<file path="src/timer_pkg.sv">
// Constants shared by the dual counter/timer block
package timer_pkg;
	// ----------------------------------------
	// Register addresses
	// ----------------------------------------
	localparam logic [7:0] ADDR_TIMER_CONTROL_STATUS = 8'h88;
	localparam logic [7:0] ADDR_TIMER_MODE_REG = 8'h89;
	localparam logic [7:0] ADDR_TIMER_A_LOW_BYTE = 8'h8A;
	localparam logic [7:0] ADDR_TIMER_B_LOW_BYTE = 8'h8B;
	localparam logic [7:0] ADDR_TIMER_A_HIGH_BYTE = 8'h8C;
	localparam logic [7:0] ADDR_TIMER_B_HIGH_BYTE = 8'h8D;
	localparam logic [7:0] ADDR_CLOCK_CONTROL_REG = 8'h8E;
	localparam logic [7:0] ADDR_EXT_INTERRUPT_CONFIG_REG = 8'hE4;
	// ----------------------------------------
	// Reset values
	// ----------------------------------------
	localparam logic [7:0] RESET_BYTE = 8'h00;
	// ----------------------------------------
	// Control/status bit positions
	// ----------------------------------------
	localparam int TCS_B_OVERFLOW = 7;
	localparam int TCS_B_RUN = 6;
	localparam int TCS_A_OVERFLOW = 5;
	localparam int TCS_A_RUN = 4;
	// Mode register: timer B in upper nibble, timer A in lower
	localparam int MODE_B_LSB = 4;
	localparam int MODE_A_LSB = 0;
	localparam int MODE_GATE = 3;
	localparam int MODE_COUNT_SEL = 2;
	localparam int MODE_FIELD_LSB = 0;
	// Clock control
	localparam int CLK_B_SELECT = 3;
	localparam int CLK_A_SELECT = 2;
	localparam int PRESCALE_LSB = 0;
	// Interrupt config polarity bits
	localparam int FIRST_LINE_POLARITY = 3;
	localparam int SECOND_LINE_POLARITY = 7;
	// ----------------------------------------
	// Modes and prescale
	// ----------------------------------------
	typedef enum logic [1:0] {
		MODE_13BIT,
		MODE_16BIT,
		MODE_RELOAD8,
		MODE_SPLIT
	} timer_mode_e;
	localparam logic [1:0] SCALE_DIV12 = 2'h0;
	localparam logic [1:0] SCALE_DIV4 = 2'h1;
	localparam logic [1:0] SCALE_DIV48 = 2'h2;
	localparam logic [1:0] SCALE_EXT8 = 2'h3;
	localparam int DIV12 = 12;
	localparam int DIV4 = 4;
	localparam int DIV48 = 48;
	localparam int DIV_EXT = 8;
	localparam logic [4:0] LOW5_MAX = 5'h1F;
	localparam logic [7:0] BYTE_MAX = 8'hFF;
endpackage
</file>
<file path="src/dual_timer.sv">
// Two 8/13/16-bit counter/timers with byte register access
module dual_timer
	import timer_pkg::*;
(
	// Clock and reset
	input wire logic ref_clk,
	input wire logic rst,
	// Register port
	input wire logic [7:0] reg_addr,
	input wire logic reg_wr,
	input wire logic [7:0] reg_wdata,
	output logic [7:0] reg_rdata,
	// Vector acknowledges
	input wire logic timer_a_vector_ack,
	input wire logic timer_b_vector_ack,
	// External pins
	input wire logic timer_a_count_pin,
	input wire logic timer_b_count_pin,
	input wire logic first_ext_interrupt_line,
	input wire logic second_ext_interrupt_line,
	input wire logic ext_prescale_clk,
	// Status out
	output logic timer_a_overflow_flag,
	output logic timer_b_overflow_flag,
	output logic timer_b_overflow_pulse
);
	logic [7:0] timer_mode_reg, clock_control_reg, ext_interrupt_config_reg;
	logic timer_a_run_bit, timer_b_run_bit;
	logic [7:0] timer_a_low_byte, timer_a_high_byte;
	logic [7:0] timer_b_low_byte, timer_b_high_byte;
	logic [1:0] sync_a, sync_b, sync_g1, sync_g2, sync_ext;
	logic last_a, last_b, last_ext;
	logic pre_tick;
	logic [1:0] mode_a, mode_b;
	logic split;
	logic en_a, en_b, en_ah;
	logic inc_a, inc_b, inc_ah;
	logic gate_a_ok, gate_b_ok;
	logic ovf_a, ovf_b, ovf_ah;
	logic [7:0] next_al, next_ah, next_bl, next_bh;

	function automatic logic wr_hit(input logic [7:0] a, input logic [7:0] t);
		return reg_wr && (a == t);
	endfunction

	// ----------------------------------------
	// Input synchronisers
	// ----------------------------------------
	// Two-stage only; edge detect reads the second stage
	always_ff @(posedge ref_clk or posedge rst) begin
		if (rst) begin
			sync_a <= 2'h0;
			sync_b <= 2'h0;
			sync_g1 <= 2'h0;
			sync_g2 <= 2'h0;
			sync_ext <= 2'h0;
			last_a <= 1'b0;
			last_b <= 1'b0;
			last_ext <= 1'b0;
		end else begin
			sync_a <= {sync_a[0], timer_a_count_pin};
			sync_b <= {sync_b[0], timer_b_count_pin};
			sync_g1 <= {sync_g1[0], first_ext_interrupt_line};
			sync_g2 <= {sync_g2[0], second_ext_interrupt_line};
			sync_ext <= {sync_ext[0], ext_prescale_clk};
			last_a <= sync_a[1];
			last_b <= sync_b[1];
			last_ext <= sync_ext[1];
		end
	end

	prescaler u_prescaler (
		.ref_clk(ref_clk),
		.rst(rst),
		.prescale_field(clock_control_reg[PRESCALE_LSB +: 2]),
		.ext_clk_edge(sync_ext[1] && !last_ext),
		.tick(pre_tick)
	);

	// ----------------------------------------
	// Enables
	// ----------------------------------------
	always_comb begin
		mode_a = timer_mode_reg[MODE_A_LSB + MODE_FIELD_LSB +: 2];
		mode_b = timer_mode_reg[MODE_B_LSB + MODE_FIELD_LSB +: 2];
		split = (mode_a == MODE_SPLIT);
		gate_a_ok = !timer_mode_reg[MODE_A_LSB + MODE_GATE]
			|| (sync_g1[1] == ext_interrupt_config_reg[FIRST_LINE_POLARITY]);
		gate_b_ok = !timer_mode_reg[MODE_B_LSB + MODE_GATE]
			|| (sync_g2[1] == ext_interrupt_config_reg[SECOND_LINE_POLARITY]);
		en_a = timer_a_run_bit && gate_a_ok;
		en_b = split ? (mode_b != MODE_SPLIT)
			: (timer_b_run_bit && gate_b_ok && mode_b != MODE_SPLIT);
		en_ah = timer_b_run_bit;
		// Falling edge on synchronised pin
		if (timer_mode_reg[MODE_A_LSB + MODE_COUNT_SEL])
			inc_a = en_a && last_a && !sync_a[1];
		else
			inc_a = en_a && (clock_control_reg[CLK_A_SELECT] || pre_tick);
		if (timer_mode_reg[MODE_B_LSB + MODE_COUNT_SEL] && !split)
			inc_b = en_b && last_b && !sync_b[1];
		else
			inc_b = en_b && (clock_control_reg[CLK_B_SELECT] || pre_tick);
		inc_ah = en_ah && (clock_control_reg[CLK_A_SELECT] || pre_tick);
	end

	// ----------------------------------------
	// Counter arithmetic
	// ----------------------------------------
	always_comb begin
		next_al = timer_a_low_byte;
		next_ah = timer_a_high_byte;
		ovf_a = 1'b0;
		ovf_ah = 1'b0;
		if (inc_a) begin
			case (mode_a)
				MODE_13BIT: begin
					next_al = {3'h0, timer_a_low_byte[4:0] + 5'h01};
					if (timer_a_low_byte[4:0] == LOW5_MAX) begin
						next_ah = timer_a_high_byte + 8'h01;
						ovf_a = (timer_a_high_byte == BYTE_MAX);
					end
				end
				MODE_16BIT: begin
					{next_ah, next_al} = {timer_a_high_byte, timer_a_low_byte}
						+ 16'h0001;
					ovf_a = ({timer_a_high_byte, timer_a_low_byte} == 16'hFFFF);
				end
				MODE_RELOAD8: begin
					ovf_a = (timer_a_low_byte == BYTE_MAX);
					next_al = ovf_a ? timer_a_high_byte : timer_a_low_byte + 8'h01;
				end
				default: begin
					next_al = timer_a_low_byte + 8'h01;
					ovf_a = (timer_a_low_byte == BYTE_MAX);
				end
			endcase
		end
		if (split && inc_ah) begin
			next_ah = timer_a_high_byte + 8'h01;
			ovf_ah = (timer_a_high_byte == BYTE_MAX);
		end
	end

	always_comb begin
		next_bl = timer_b_low_byte;
		next_bh = timer_b_high_byte;
		ovf_b = 1'b0;
		if (inc_b) begin
			case (mode_b)
				MODE_13BIT: begin
					next_bl = {3'h0, timer_b_low_byte[4:0] + 5'h01};
					if (timer_b_low_byte[4:0] == LOW5_MAX) begin
						next_bh = timer_b_high_byte + 8'h01;
						ovf_b = (timer_b_high_byte == BYTE_MAX);
					end
				end
				MODE_16BIT: begin
					{next_bh, next_bl} = {timer_b_high_byte, timer_b_low_byte}
						+ 16'h0001;
					ovf_b = ({timer_b_high_byte, timer_b_low_byte} == 16'hFFFF);
				end
				MODE_RELOAD8: begin
					ovf_b = (timer_b_low_byte == BYTE_MAX);
					next_bl = ovf_b ? timer_b_high_byte : timer_b_low_byte + 8'h01;
				end
				default: begin
					next_bl = timer_b_low_byte;
				end
			endcase
		end
	end

	// ----------------------------------------
	// Count registers
	// ----------------------------------------
	// Software write wins so a reload value lands exactly as written
	always_ff @(posedge ref_clk or posedge rst) begin
		if (rst) begin
			timer_a_low_byte <= RESET_BYTE;
			timer_a_high_byte <= RESET_BYTE;
			timer_b_low_byte <= RESET_BYTE;
			timer_b_high_byte <= RESET_BYTE;
		end else begin
			timer_a_low_byte <= wr_hit(reg_addr, ADDR_TIMER_A_LOW_BYTE)
				? reg_wdata : next_al;
			timer_a_high_byte <= wr_hit(reg_addr, ADDR_TIMER_A_HIGH_BYTE)
				? reg_wdata : next_ah;
			timer_b_low_byte <= wr_hit(reg_addr, ADDR_TIMER_B_LOW_BYTE)
				? reg_wdata : next_bl;
			timer_b_high_byte <= wr_hit(reg_addr, ADDR_TIMER_B_HIGH_BYTE)
				? reg_wdata : next_bh;
		end
	end

	// ----------------------------------------
	// Configuration and control
	// ----------------------------------------
	// Run bit writes leave the count alone
	always_ff @(posedge ref_clk or posedge rst) begin
		if (rst) begin
			timer_mode_reg <= RESET_BYTE;
			clock_control_reg <= RESET_BYTE;
			ext_interrupt_config_reg <= RESET_BYTE;
			timer_a_run_bit <= 1'b0;
			timer_b_run_bit <= 1'b0;
		end else begin
			if (wr_hit(reg_addr, ADDR_TIMER_MODE_REG))
				timer_mode_reg <= reg_wdata;
			if (wr_hit(reg_addr, ADDR_CLOCK_CONTROL_REG))
				clock_control_reg <= reg_wdata;
			if (wr_hit(reg_addr, ADDR_EXT_INTERRUPT_CONFIG_REG))
				ext_interrupt_config_reg <= reg_wdata;
			if (wr_hit(reg_addr, ADDR_TIMER_CONTROL_STATUS)) begin
				timer_a_run_bit <= reg_wdata[TCS_A_RUN];
				timer_b_run_bit <= reg_wdata[TCS_B_RUN];
			end
		end
	end

	// ----------------------------------------
	// Overflow flags
	// ----------------------------------------
	// Hardware set beats a same-cycle clear
	always_ff @(posedge ref_clk or posedge rst) begin
		if (rst) begin
			timer_a_overflow_flag <= 1'b0;
			timer_b_overflow_flag <= 1'b0;
			timer_b_overflow_pulse <= 1'b0;
		end else begin
			if (ovf_a)
				timer_a_overflow_flag <= 1'b1;
			else if (timer_a_vector_ack)
				timer_a_overflow_flag <= 1'b0;
			else if (wr_hit(reg_addr, ADDR_TIMER_CONTROL_STATUS))
				timer_a_overflow_flag <= reg_wdata[TCS_A_OVERFLOW];
			if (split ? ovf_ah : ovf_b)
				timer_b_overflow_flag <= 1'b1;
			else if (timer_b_vector_ack)
				timer_b_overflow_flag <= 1'b0;
			else if (wr_hit(reg_addr, ADDR_TIMER_CONTROL_STATUS))
				timer_b_overflow_flag <= reg_wdata[TCS_B_OVERFLOW];
			timer_b_overflow_pulse <= ovf_b;
		end
	end

	// ----------------------------------------
	// Read-back
	// ----------------------------------------
	// Low byte reads back unmasked; 13-bit counting clears its top bits
	always_ff @(posedge ref_clk or posedge rst) begin
		if (rst) begin
			reg_rdata <= RESET_BYTE;
		end else if (reg_addr == ADDR_TIMER_CONTROL_STATUS) begin
			reg_rdata <= {timer_b_overflow_flag, timer_b_run_bit,
				timer_a_overflow_flag, timer_a_run_bit, 4'h0};
		end else if (reg_addr == ADDR_TIMER_MODE_REG) begin
			reg_rdata <= timer_mode_reg;
		end else if (reg_addr == ADDR_TIMER_A_LOW_BYTE) begin
			reg_rdata <= timer_a_low_byte;
		end else if (reg_addr == ADDR_TIMER_B_LOW_BYTE) begin
			reg_rdata <= timer_b_low_byte;
		end else if (reg_addr == ADDR_TIMER_A_HIGH_BYTE) begin
			reg_rdata <= timer_a_high_byte;
		end else if (reg_addr == ADDR_TIMER_B_HIGH_BYTE) begin
			reg_rdata <= timer_b_high_byte;
		end else if (reg_addr == ADDR_CLOCK_CONTROL_REG) begin
			reg_rdata <= clock_control_reg;
		end else if (reg_addr == ADDR_EXT_INTERRUPT_CONFIG_REG) begin
			reg_rdata <= ext_interrupt_config_reg;
		end else begin
			reg_rdata <= RESET_BYTE;
		end
	end
endmodule // dual_timer

</file>
<file path="src/prescaler.sv">
// Prescaled clock-enable generator for the counter/timers
module prescaler
	import timer_pkg::*;
(
	// Clock and reset
	input wire logic ref_clk,
	input wire logic rst,
	// Control
	input wire logic [1:0] prescale_field,
	input wire logic ext_clk_edge,
	// Enable out
	output logic tick
);
	logic [5:0] count;
	logic [5:0] limit;
	logic step;

	always_comb begin
		limit = 6'(DIV12 - 1);
		step = 1'b1;
		case (prescale_field)
			SCALE_DIV4: limit = 6'(DIV4 - 1);
			SCALE_DIV48: limit = 6'(DIV48 - 1);
			SCALE_EXT8: begin
				limit = 6'(DIV_EXT - 1);
				step = ext_clk_edge;
			end
			default: limit = 6'(DIV12 - 1);
		endcase
	end

	// ----------------------------------------
	// Divider
	// ----------------------------------------
	always_ff @(posedge ref_clk or posedge rst) begin
		if (rst) begin
			count <= 6'h00;
			tick <= 1'b0;
		end else begin
			tick <= 1'b0;
			if (step) begin
				if (count >= limit) begin
					count <= 6'h00;
					tick <= 1'b1;
				end else begin
					count <= count + 6'h01;
				end
			end
		end
	end
endmodule // prescaler

</file>
<file path="config.mk">
export PLATFORM = sky130hd
export DESIGN_NAME = dual_timer
export DESIGN_NICKNAME = d
export VERILOG_FILES = /design/src/timer_pkg.sv /design/src/dual_timer.sv /design/src/prescaler.sv
export SDC_FILE = /design/constraint.sdc
export NUM_CORES = 1
export LEC_CHECK = 0
export BUFFER_PORTS_ARGS = -buffer_cell sky130_fd_sc_hd__buf_2
export CAP_MARGIN = 20
export CORE_UTILIZATION = 55
export CTS_CLUSTER_SIZE = 14
export DETAILED_ROUTE_END_ITERATION = 10
export GPL_ROUTABILITY_DRIVEN = 0
export GPL_TIMING_DRIVEN = 0
export PLACE_DENSITY_LB_ADDON = 0.05
export SLEW_MARGIN = 40
export SYNTH_ARGS = -nofsm -noshare
export SYNTH_HDL_FRONTEND = slang
export SYNTH_HIERARCHICAL = 1
export SYNTH_SLANG_ARGS = --single-unit
</file>
<file path="constraint.sdc">
create_clock -name ref_clk -period 3.26 [get_ports ref_clk]
set_input_delay 0.163 -clock ref_clk [delete_from_list [all_inputs] [get_ports ref_clk]]
set_output_delay 0.163 -clock ref_clk [all_outputs]
set_load 0.1 [all_outputs]
</file>
; ---- Yosys cells after proc, flatten, opt, wreduce, memory -nomap -nowiden
; Index checks and enable logic that the tools add are counted.
[classes]
addsub = 9
magnitude_cmp = 1
eq_ne = 29
muxes = 47
reduce_logical = 45
[ops]
columns = op, count
row1 = 8-bit 2-to-1 mux, 21
row2 = "8-bit equality test, second input constant", 12
row3 = 8-bit one-hot mux with 3 select lines, 2
row4 = "16-bit by 1-bit adder with 16-bit output, second input constant", 2
row5 = "8-bit by 1-bit adder with 8-bit output, second input constant", 4
row6 = "16-bit equality test, second input constant", 2
row7 = 8-bit one-hot mux with 2 select lines, 2
row8 = 1-bit logical AND, 21
row9 = 1-bit 2-to-1 mux, 18
row10 = 6-bit one-hot mux with 3 select lines, 1
row11 = 3-bit nonzero test, 4
row12 = "5-bit by 1-bit adder with 5-bit output, second input constant", 2
row13 = "2-bit equality test, second input constant", 5
row14 = "5-bit equality test, second input constant", 2
row15 = 4-bit nonzero test, 2
row16 = "6-bit by 1-bit adder with 6-bit output, second input constant", 1
row17 = "2-bit by 1-bit equality test with 1-bit output, second input constant", 3
row18 = 6-bit greater-or-equal comparator, 1
row19 = 1-bit logical NOT, 6
row20 = 6-bit 2-to-1 mux, 1
row21 = 3-bit AND reduction, 2
row22 = 2-bit nonzero test, 3
row23 = 2-bit logical NOT, 2
row24 = 1-bit logical OR, 4
row25 = 7 further kinds, 8
[word_totals]
reg_bits = 89
word_cells = 154

; ---- Logic depth before layout (Yosys ltp)
; Gate-level depths: netlist of the first run.
[logic_depth]
ltp_word = 11
mapped_depth = 10

; ---- Hierarchy
; The synthesis of the first run kept the hierarchy.
[modules_own_cells]
columns = module, instances, cells_per_inst, area_per_inst_um2, seq_area_each_um2
row1 = dual_timer, 1, 520, 4923.5, 2052.0
row2 = prescaler, 1, 48, 431.7, 175.2

; ---- Least setup slack after synthesis of the first run
; No wires, ideal clock.
[synth_path]
kind = register -> register
from = register timer_b_low_byte[0]
to = register timer_b_high_byte[7]
setup_time_ns = 0.127
arrival_time_ns = 2.148
setup_slack_ns = 0.985
path_stages_with_launch = 10
synth_period_minus_slack_ns = 2.275
path_cell_list = dfrtp_1 -> ha_1 -> nand3_1 -> inv_1 -> ha_1 -> mux2i_1 -> a211o_1 -> nor4b_2 -> mux2i_1 -> nand3_1
[synth_via]
elab_chain_cells = 4
elab_cells_between_ends = 7
[synth_rtl]
columns = element, line_no
row1 = "start, declared", dual_timer.sv:30  ; logic [7:0] timer_b_low_byte, timer_b_high_byte;
row2 = "start signal, assigned", dual_timer.sv:189  ; timer_b_low_byte <= wr_hit(reg_addr, ADDR_TIMER_B_LOW_BYTE)
row3 = 16-bit by 1-bit adder with 16-bit output, dual_timer.sv:160  ; + 16'h0001;
row4 = 8-bit one-hot mux with 2 select lines, dual_timer.sv:150  ; case (mode_b)
row5 = 8-bit 2-to-1 mux, dual_timer.sv:149  ; if (inc_b) begin
row6 = 8-bit 2-to-1 mux, dual_timer.sv:192  ; ? reg_wdata : next_bh;
row7 = "end signal, assigned", dual_timer.sv:191  ; timer_b_high_byte <= wr_hit(reg_addr, ADDR_TIMER_B_HIGH_BYTE)
row8 = "end, declared", dual_timer.sv:30
; Parallel ways exist; a longest one is shown, timed or not. The select of a mux whose other input is x is not followed.
; A chain may end at the register's enable or synchronous reset.

; ---- Final worst setup path of the first run
[layout_path]
from = register timer_a_low_byte[0]
to = register timer_a_high_byte[0]
[layout_via]
elab_chain_cells = 5
elab_cells_between_ends = 8
[layout_rtl]
columns = element, line_no
row1 = "start, declared", dual_timer.sv:29  ; logic [7:0] timer_a_low_byte, timer_a_high_byte;
row2 = "start signal, assigned", dual_timer.sv:185  ; timer_a_low_byte <= wr_hit(reg_addr, ADDR_TIMER_A_LOW_BYTE)
row3 = 16-bit by 1-bit adder with 16-bit output, dual_timer.sv:126  ; + 16'h0001;
row4 = 8-bit one-hot mux with 2 select lines, dual_timer.sv:116  ; case (mode_a)
row5 = 8-bit 2-to-1 mux, dual_timer.sv:115  ; if (inc_a) begin
row6 = 8-bit 2-to-1 mux, dual_timer.sv:139  ; if (split && inc_ah) begin
row7 = 8-bit 2-to-1 mux, dual_timer.sv:188  ; ? reg_wdata : next_ah;
row8 = "end signal, assigned", dual_timer.sv:187  ; timer_a_high_byte <= wr_hit(reg_addr, ADDR_TIMER_A_HIGH_BYTE)
row9 = "end, declared", dual_timer.sv:29
; Parallel ways exist; a longest one is shown, timed or not. The select of a mux whose other input is x is not followed.

==> results.tsv, run 1 <==
stage	metric	value	unit
run_status	status	finished, final reports clean	
sta	Final setup viols	0	
sta	post-route minimum period	2.78	ns
min_path	Hold Crit Class	input port to register	
power_and_ir_drop	cell leakage power	2.47	nW
cells_and_area	commonest non-fill, non-tap cell in the layout	dfrtp_1	
floorplan	Die ar.	10100	sq um
clock_network	setup bufs post-CTS	0	
synthesis	Post-Syn Nets	608	
sta	Tcrit/Tclk final	0.852	
placed_design	# port buffers	33	
sta	RSZ-0062 raised after global routing	no	
sta	post-route clock skew	0.0117	ns
worst_setup_path	CP endpoint kind	register	
synthesis	synth warn	6	
synthesis	top cell type's share of synthesized area	0.416	
synthesis	Syn Std Cell Area	5360	sq um
global_route	Overall Global Routing Usage	0.320	
global_route	largest net degree at the start of global routing	64	
floorplan	Core ar.	9330	sq um
cells_and_area	fraction of layout cells with a size suffix above 1	0.155	
global_route	initial antenna violation count	0	
worst_setup_path	worst path arrival time	3.05	ns
detailed_routing	total routed wirelength	15.3	mm
placed_design	Placed Cells	731	
global_route	vias in the first global route	4656	
synthesis	number of flops mapped to enable cells by yosys	0	
global_route	global-route wire length before repair	24.6	mm
floorplan	FP Rows	35	
synthesis	#FFs+latches synth	89	
worst_setup_path	WS Path Type	register to register	
power_and_ir_drop	PwrDens	518	nW/um^2
clock_network	CTS Buffer Depth	2	
clock_network	Clock Sinks	89	
floorplan	die width	101	um
cells_and_area	Nets	660	
sta	final setup TNS	0	ns
detailed_routing	# DRC	0	
floorplan	Initial Util	0.574	
worst_setup_path	CP required	3.53	ns
cells_and_area	Non-Filler Instances	754	
synthesis	post-synth cell types	71	
floorplan	Die Y	101	um
detailed_routing	vias per inst	6.55	
synthesis	ys flop type	dfrtp_1	
worst_setup_path	crit-path max FO	10	
run	total of max-cap violations	0	
global_route	Overflow after GRT	0	
power_and_ir_drop	Final Total Pwr	0.00309	W
floorplan	I/O pin total	37	
synthesis	FFs w/ async S/R, synth	1.00	
detailed_routing	Routed Antenna Nets	0	
cells_and_area	P&R area growth vs syn	11.4	%
clock_network	cts bufs inserted	9	
detailed_routing	routed len/inst	20.2	um
sta	WHS	0.173	ns
synthesis	synthesized area per cell	9.43	sq um
power_and_ir_drop	Worst VDD drop	0.336	mV
sta	Tightest Pin Transition	0.873	ns
clock_network	clock transition at the registers of the reported paths	0.09	ns
clock_network	Clock Tree Root	clkbuf_8	
detailed_routing	DRT Pass-1 Iters	5	
detailed_routing	initial DRC count	387	
detailed_routing	via count	4939	
sta	Final Max Tran Viols	0	
cells_and_area	ant diodes	0	
cells_and_area	fill cell count	822	
placed_design	detailed placement HPWL	11.0	mm
clock_network	CTS H-tree depth	3	
cells_and_area	most frequent cells in the layout	89 x dfrtp_1, 47 x nand2_1, 37 x buf_2, 36 x nor2_1, 32 x o21ai_0	
clock_network	cts repair resizes	0	
synthesis	area leader, netlist	dfrtp_1	
sta	FMAX	360	MHz
clock_network	Clock Latency Late Sink	0.35	ns
sta	Fin. Hold Viols	0	
synthesis	register area share after synthesis	0.416	
clock_network	CTS tree	yes	
worst_setup_path	crit start category	register	
synthesis	Post-Syn Instances	568	
synthesis	largest cells by area after synthesis	dfrtp_1 42%, mux2_2 4.8%, nand2_1 3.3%	
sta	Slew headroom	0.413	
cells_and_area	Final Core Density	0.640	
## what timing repair did
item / CTS / global route
endpoints found under the hold margin: 32 / 0
setup endpoints to repair: 0 / 0
hold buffers: 7 / 0
## power by group
part           internal, W  total (W)  switching (W)
combinational     0.000369   0.000910       0.000541
clock             0.000303   0.000711       0.000408
sequential         0.00126    0.00147       0.000215
## synthesized netlist by cell type (11+ instances only)
master / count
a21oi_1: 21
a22oi_1: 12
a31oi_1: 15
and3_1: 11
clkbuf_1: 22
dfrtp_1: 89
ha_1: 14
inv_1: 20
mux2_2: 23
mux2i_1: 11
nand2_1: 47
nand2b_1: 15
nand3_1: 20
nand4_1: 17
nor2_1: 36
nor3_1: 15
o21ai_0: 32
## stage by stage
stage          setup WS [ns]  instance area, sq um
2_1_floorplan          0.985                  5360
3_3_place_gp           0.105                  5680
3_5_place_dp           0.562                  5710
4_1_cts                0.536                  5960
5_1_grt                0.252                  5970
6_report               0.482                  5970
## critical path: stages (launching register included)
cell      delay, ns
dfrtp_1        0.45
ha_1           0.27
nand3_1        0.19
inv_1          0.13
ha_1           0.23
nor2_1         0.09
nor2_1         0.04
a31oi_1        0.52
clkbuf_1       0.41
o21ai_0        0.16
a31oi_1        0.20
## layout make-up
type	count	area, sq um	area share
flip-flops and latches	89	2230	0.373
plain buffers	31	121	0.0203
well taps	129	161	0.0270
repair buffers	41	263	0.0440
inverters	21	83.8	0.0140
clock buffers	11	141	0.0237
multi-input cells	427	2930	0.491
clock inverters	5	37.5	0.00629
## layer usage
layer  track usage  vias up  share of wire
li1              -     2252              -
met1         0.442     2406           0.43
met2         0.516      248           0.46
met3        0.0492       33          0.076
met4         0.107        0          0.030
met5             0        -              0
## cells by family (layout without fill, tap and decap cells)
family                     count (synthesis)  after routing  synth area share
and+or+nand+nor                          219            219             0.232
AOI/OAI and AO/OA                        148            148             0.193
DFF                                       89             89             0.416
buffers and inverters                     52            109            0.0374
muxes                                     34             34            0.0689
adders and majority gates                 14             14            0.0327
xor gates and xnor gates                  12             12            0.0196
## final timing paths
check	end	slack, ns	cells past startpoint	start
worst max-delay path	timer_a_high_byte[0]$_DFFE_PP0P_	0.48	10	timer_a_low_byte[0]$_DFFE_PP0P_
worst min-delay path	timer_b_high_byte[1]$_DFFE_PP0P_	0.17	3	reg_wdata[1]
worst max register to register	timer_a_high_byte[0]$_DFFE_PP0P_	0.48	10	timer_a_low_byte[0]$_DFFE_PP0P_
worst min register to register	sync_ext[1]$_DFF_PP0_	0.35	0	sync_ext[0]$_DFF_PP0_
max in group asynchronous	timer_b_high_byte[4]$_DFFE_PP0P_	2.42	4	rst
min in group asynchronous	last_ext$_DFF_PP0_	0.29	3	rst
No activity file was read; power rests on OpenSTA's default activity.
==> inputs of run 2 (changes only) <==
Settings changed: CORE_MARGIN from default to 2, RECOVER_POWER from default to 25.
==> run 2 against run 1 <==
Net effect:
- setup slack worse by 0.063 ns
- the run now ends with capacitance limit, slew limit left
- critical path depth stayed put
- critical endpoint unchanged
- clock skew is 0.0025 ns higher
- cell count is 0.40% higher
- global-route usage is 1.3 points lower
==> results.tsv, run 2 (synthesis results as in run 1) <==
stage	metric	value	unit
run_status	status	complete, but fails checks	
run_status	failing checks	capacitance limit, slew limit	
sta	Tightest Pin Transition	1.50	ns
sta	Final setup viols	0	
worst_setup_path	crit-path max FO	10	
floorplan	Die ar.	10500	sq um
detailed_routing	vias per inst	6.51	
clock_network	Clock Sinks	89	
floorplan	Initial Util	0.558	
placed_design	detailed placement HPWL	11.1	mm
floorplan	Die Y	103	um
clock_network	setup bufs post-CTS	0	
placed_design	dpl cell area	5720	sq um
run	total of max-cap violations	1	
sta	post-route minimum period	2.84	ns
worst_setup_path	CP required	3.54	ns
global_route	largest net degree at the start of global routing	63	
sta	final setup TNS	0	ns
cells_and_area	fraction of layout cells with a size suffix above 1	0.152	
power_and_ir_drop	Worst VDD drop	0.404	mV
clock_network	cts bufs inserted	9	
cells_and_area	commonest non-fill, non-tap cell in the layout	dfrtp_1	
sta	Slew headroom	-0.00152	
detailed_routing	total routed wirelength	15.6	mm
worst_setup_path	crit start category	register	
clock_network	hold-fix buffers at CTS	7	
cells_and_area	most frequent cells in the layout	89 x dfrtp_1, 47 x nand2_1, 36 x nor2_1, 36 x buf_2, 32 x o21ai_0	
sta	RSZ-0062 raised after global routing	no	
detailed_routing	routed len/inst	20.6	um
floorplan	I/O pin total	37	
cells_and_area	Non-Filler Instances	757	
floorplan	FP Rows	36	
sta	Fin. Hold Viols	0	
cells_and_area	Final Core Density	0.621	
detailed_routing	# DRC	0	
clock_network	Clock Tree Root	clkbuf_8	
global_route	Overall Global Routing Usage	0.308	
power_and_ir_drop	cell leakage power	2.47	nW
global_route	Overflow after GRT	0	
detailed_routing	initial DRC count	362	
clock_network	CTS tree	yes	
clock_network	Clock Latency Late Sink	0.36	ns
detailed_routing	DRT Pass-1 Iters	7	
clock_network	cts repair resizes	0	
min_path	Hold Crit Class	input port to register	
sta	WHS	0.150	ns
clock_network	CTS H-tree depth	3	
sta	FMAX	352	MHz
sta	Tcrit/Tclk final	0.872	
sta	post-route clock skew	0.0142	ns
cells_and_area	Multi-input gate area	2940	sq um
global_route	initial antenna violation count	0	
cells_and_area	post-route cell area	5960	sq um
worst_setup_path	flop-to-flop setup slack	0.42	ns
cells_and_area	ant diodes	0	
global_route	global-route wire length before repair	24.4	mm
detailed_routing	via count	4927	
worst_setup_path	worst path arrival time	3.12	ns
global_route	vias in the first global route	4530	
floorplan	Core ar.	9590	sq um
clock_network	CTS Buffer Depth	2	
cells_and_area	Nets	660	
cells_and_area	flip-flop and latch area	2230	sq um
cells_and_area	fill cell count	852	
worst_setup_path	WS Path Type	register to register	
power_and_ir_drop	PwrDens	527	nW/um^2
floorplan	die width	103	um
cells_and_area	P&R area growth vs syn	11.3	%
placed_design	Placed Cells	735	
placed_design	# port buffers	33	
sta	Final Max Tran Viols	62	
clock_network	clock transition at the registers of the reported paths	0.10	ns
worst_setup_path	CP endpoint kind	register	
detailed_routing	Routed Antenna Nets	0	
## run 2: final timing paths
check / startpoint / to / cells after the start
worst max register to register: timer_a_low_byte[0]$_DFFE_PP0P_ / timer_a_high_byte[0]$_DFFE_PP0P_ / 10
worst min register to register: sync_g1[0]$_DFF_PP0_ / sync_g1[1]$_DFF_PP0_ / 0
worst min-delay path: timer_b_vector_ack / timer_b_overflow_flag$_DFFE_PP0P_ / 3
min in group asynchronous: rst / u_prescaler/count[1]$_DFFE_PP0P_ / 3
worst max-delay path: timer_a_low_byte[0]$_DFFE_PP0P_ / timer_a_high_byte[0]$_DFFE_PP0P_ / 10
max in group asynchronous: rst / ext_interrupt_config_reg[3]$_DFFE_PP0P_ / 4
## run 2: critical path, stage by stage (launching register included)
cell	delay (ns)
dfrtp_1	0.46
ha_1	0.28
nand3_1	0.23
inv_1	0.14
ha_1	0.23
nor2_1	0.09
nor2_1	0.04
a31oi_1	0.52
clkbuf_1	0.41
o21ai_0	0.17
a31oi_1	0.20
## run 2: power breakdown
| part | internal (W) | switching [W] |
|---|---|---|
| registers | 0.00126 | 0.000221 |
| clock network | 0.000351 | 0.000406 |
| logic | 0.000366 | 0.000542 |
| total | 0.00197 | 0.00117 |
## run 2: layout make-up
type / count / area share
Buffer: 31 / 0.0204
Clock buffer: 10 / 0.0214
Clock inverter: 5 / 0.00966
Inverter: 21 / 0.0134
Multi-Input combinational cell: 427 / 0.493
Sequential cell: 89 / 0.374
Tap cell: 133 / 0.0279
Timing Repair Buffer: 41 / 0.0401
## run 2: per-stage QoR
stage | total power (W) | setup WS (ns)
2_1_floorplan | 0.00209 | 0.985
3_3_place_gp | 0.00233 | 0.0566
3_5_place_dp | 0.00237 | 0.487
4_1_cts | 0.00313 | 0.461
5_1_grt | 0.00332 | 0.146
6_report | 0.00314 | 0.419
## run 2: per-layer routing
layer	vias up	share of wire	global-route usage
li1	2258	-	-
met1	2389	0.43	0.435
met2	236	0.45	0.466
met3	44	0.079	0.0502
met4	0	0.043	0.142
met5	-	0	0
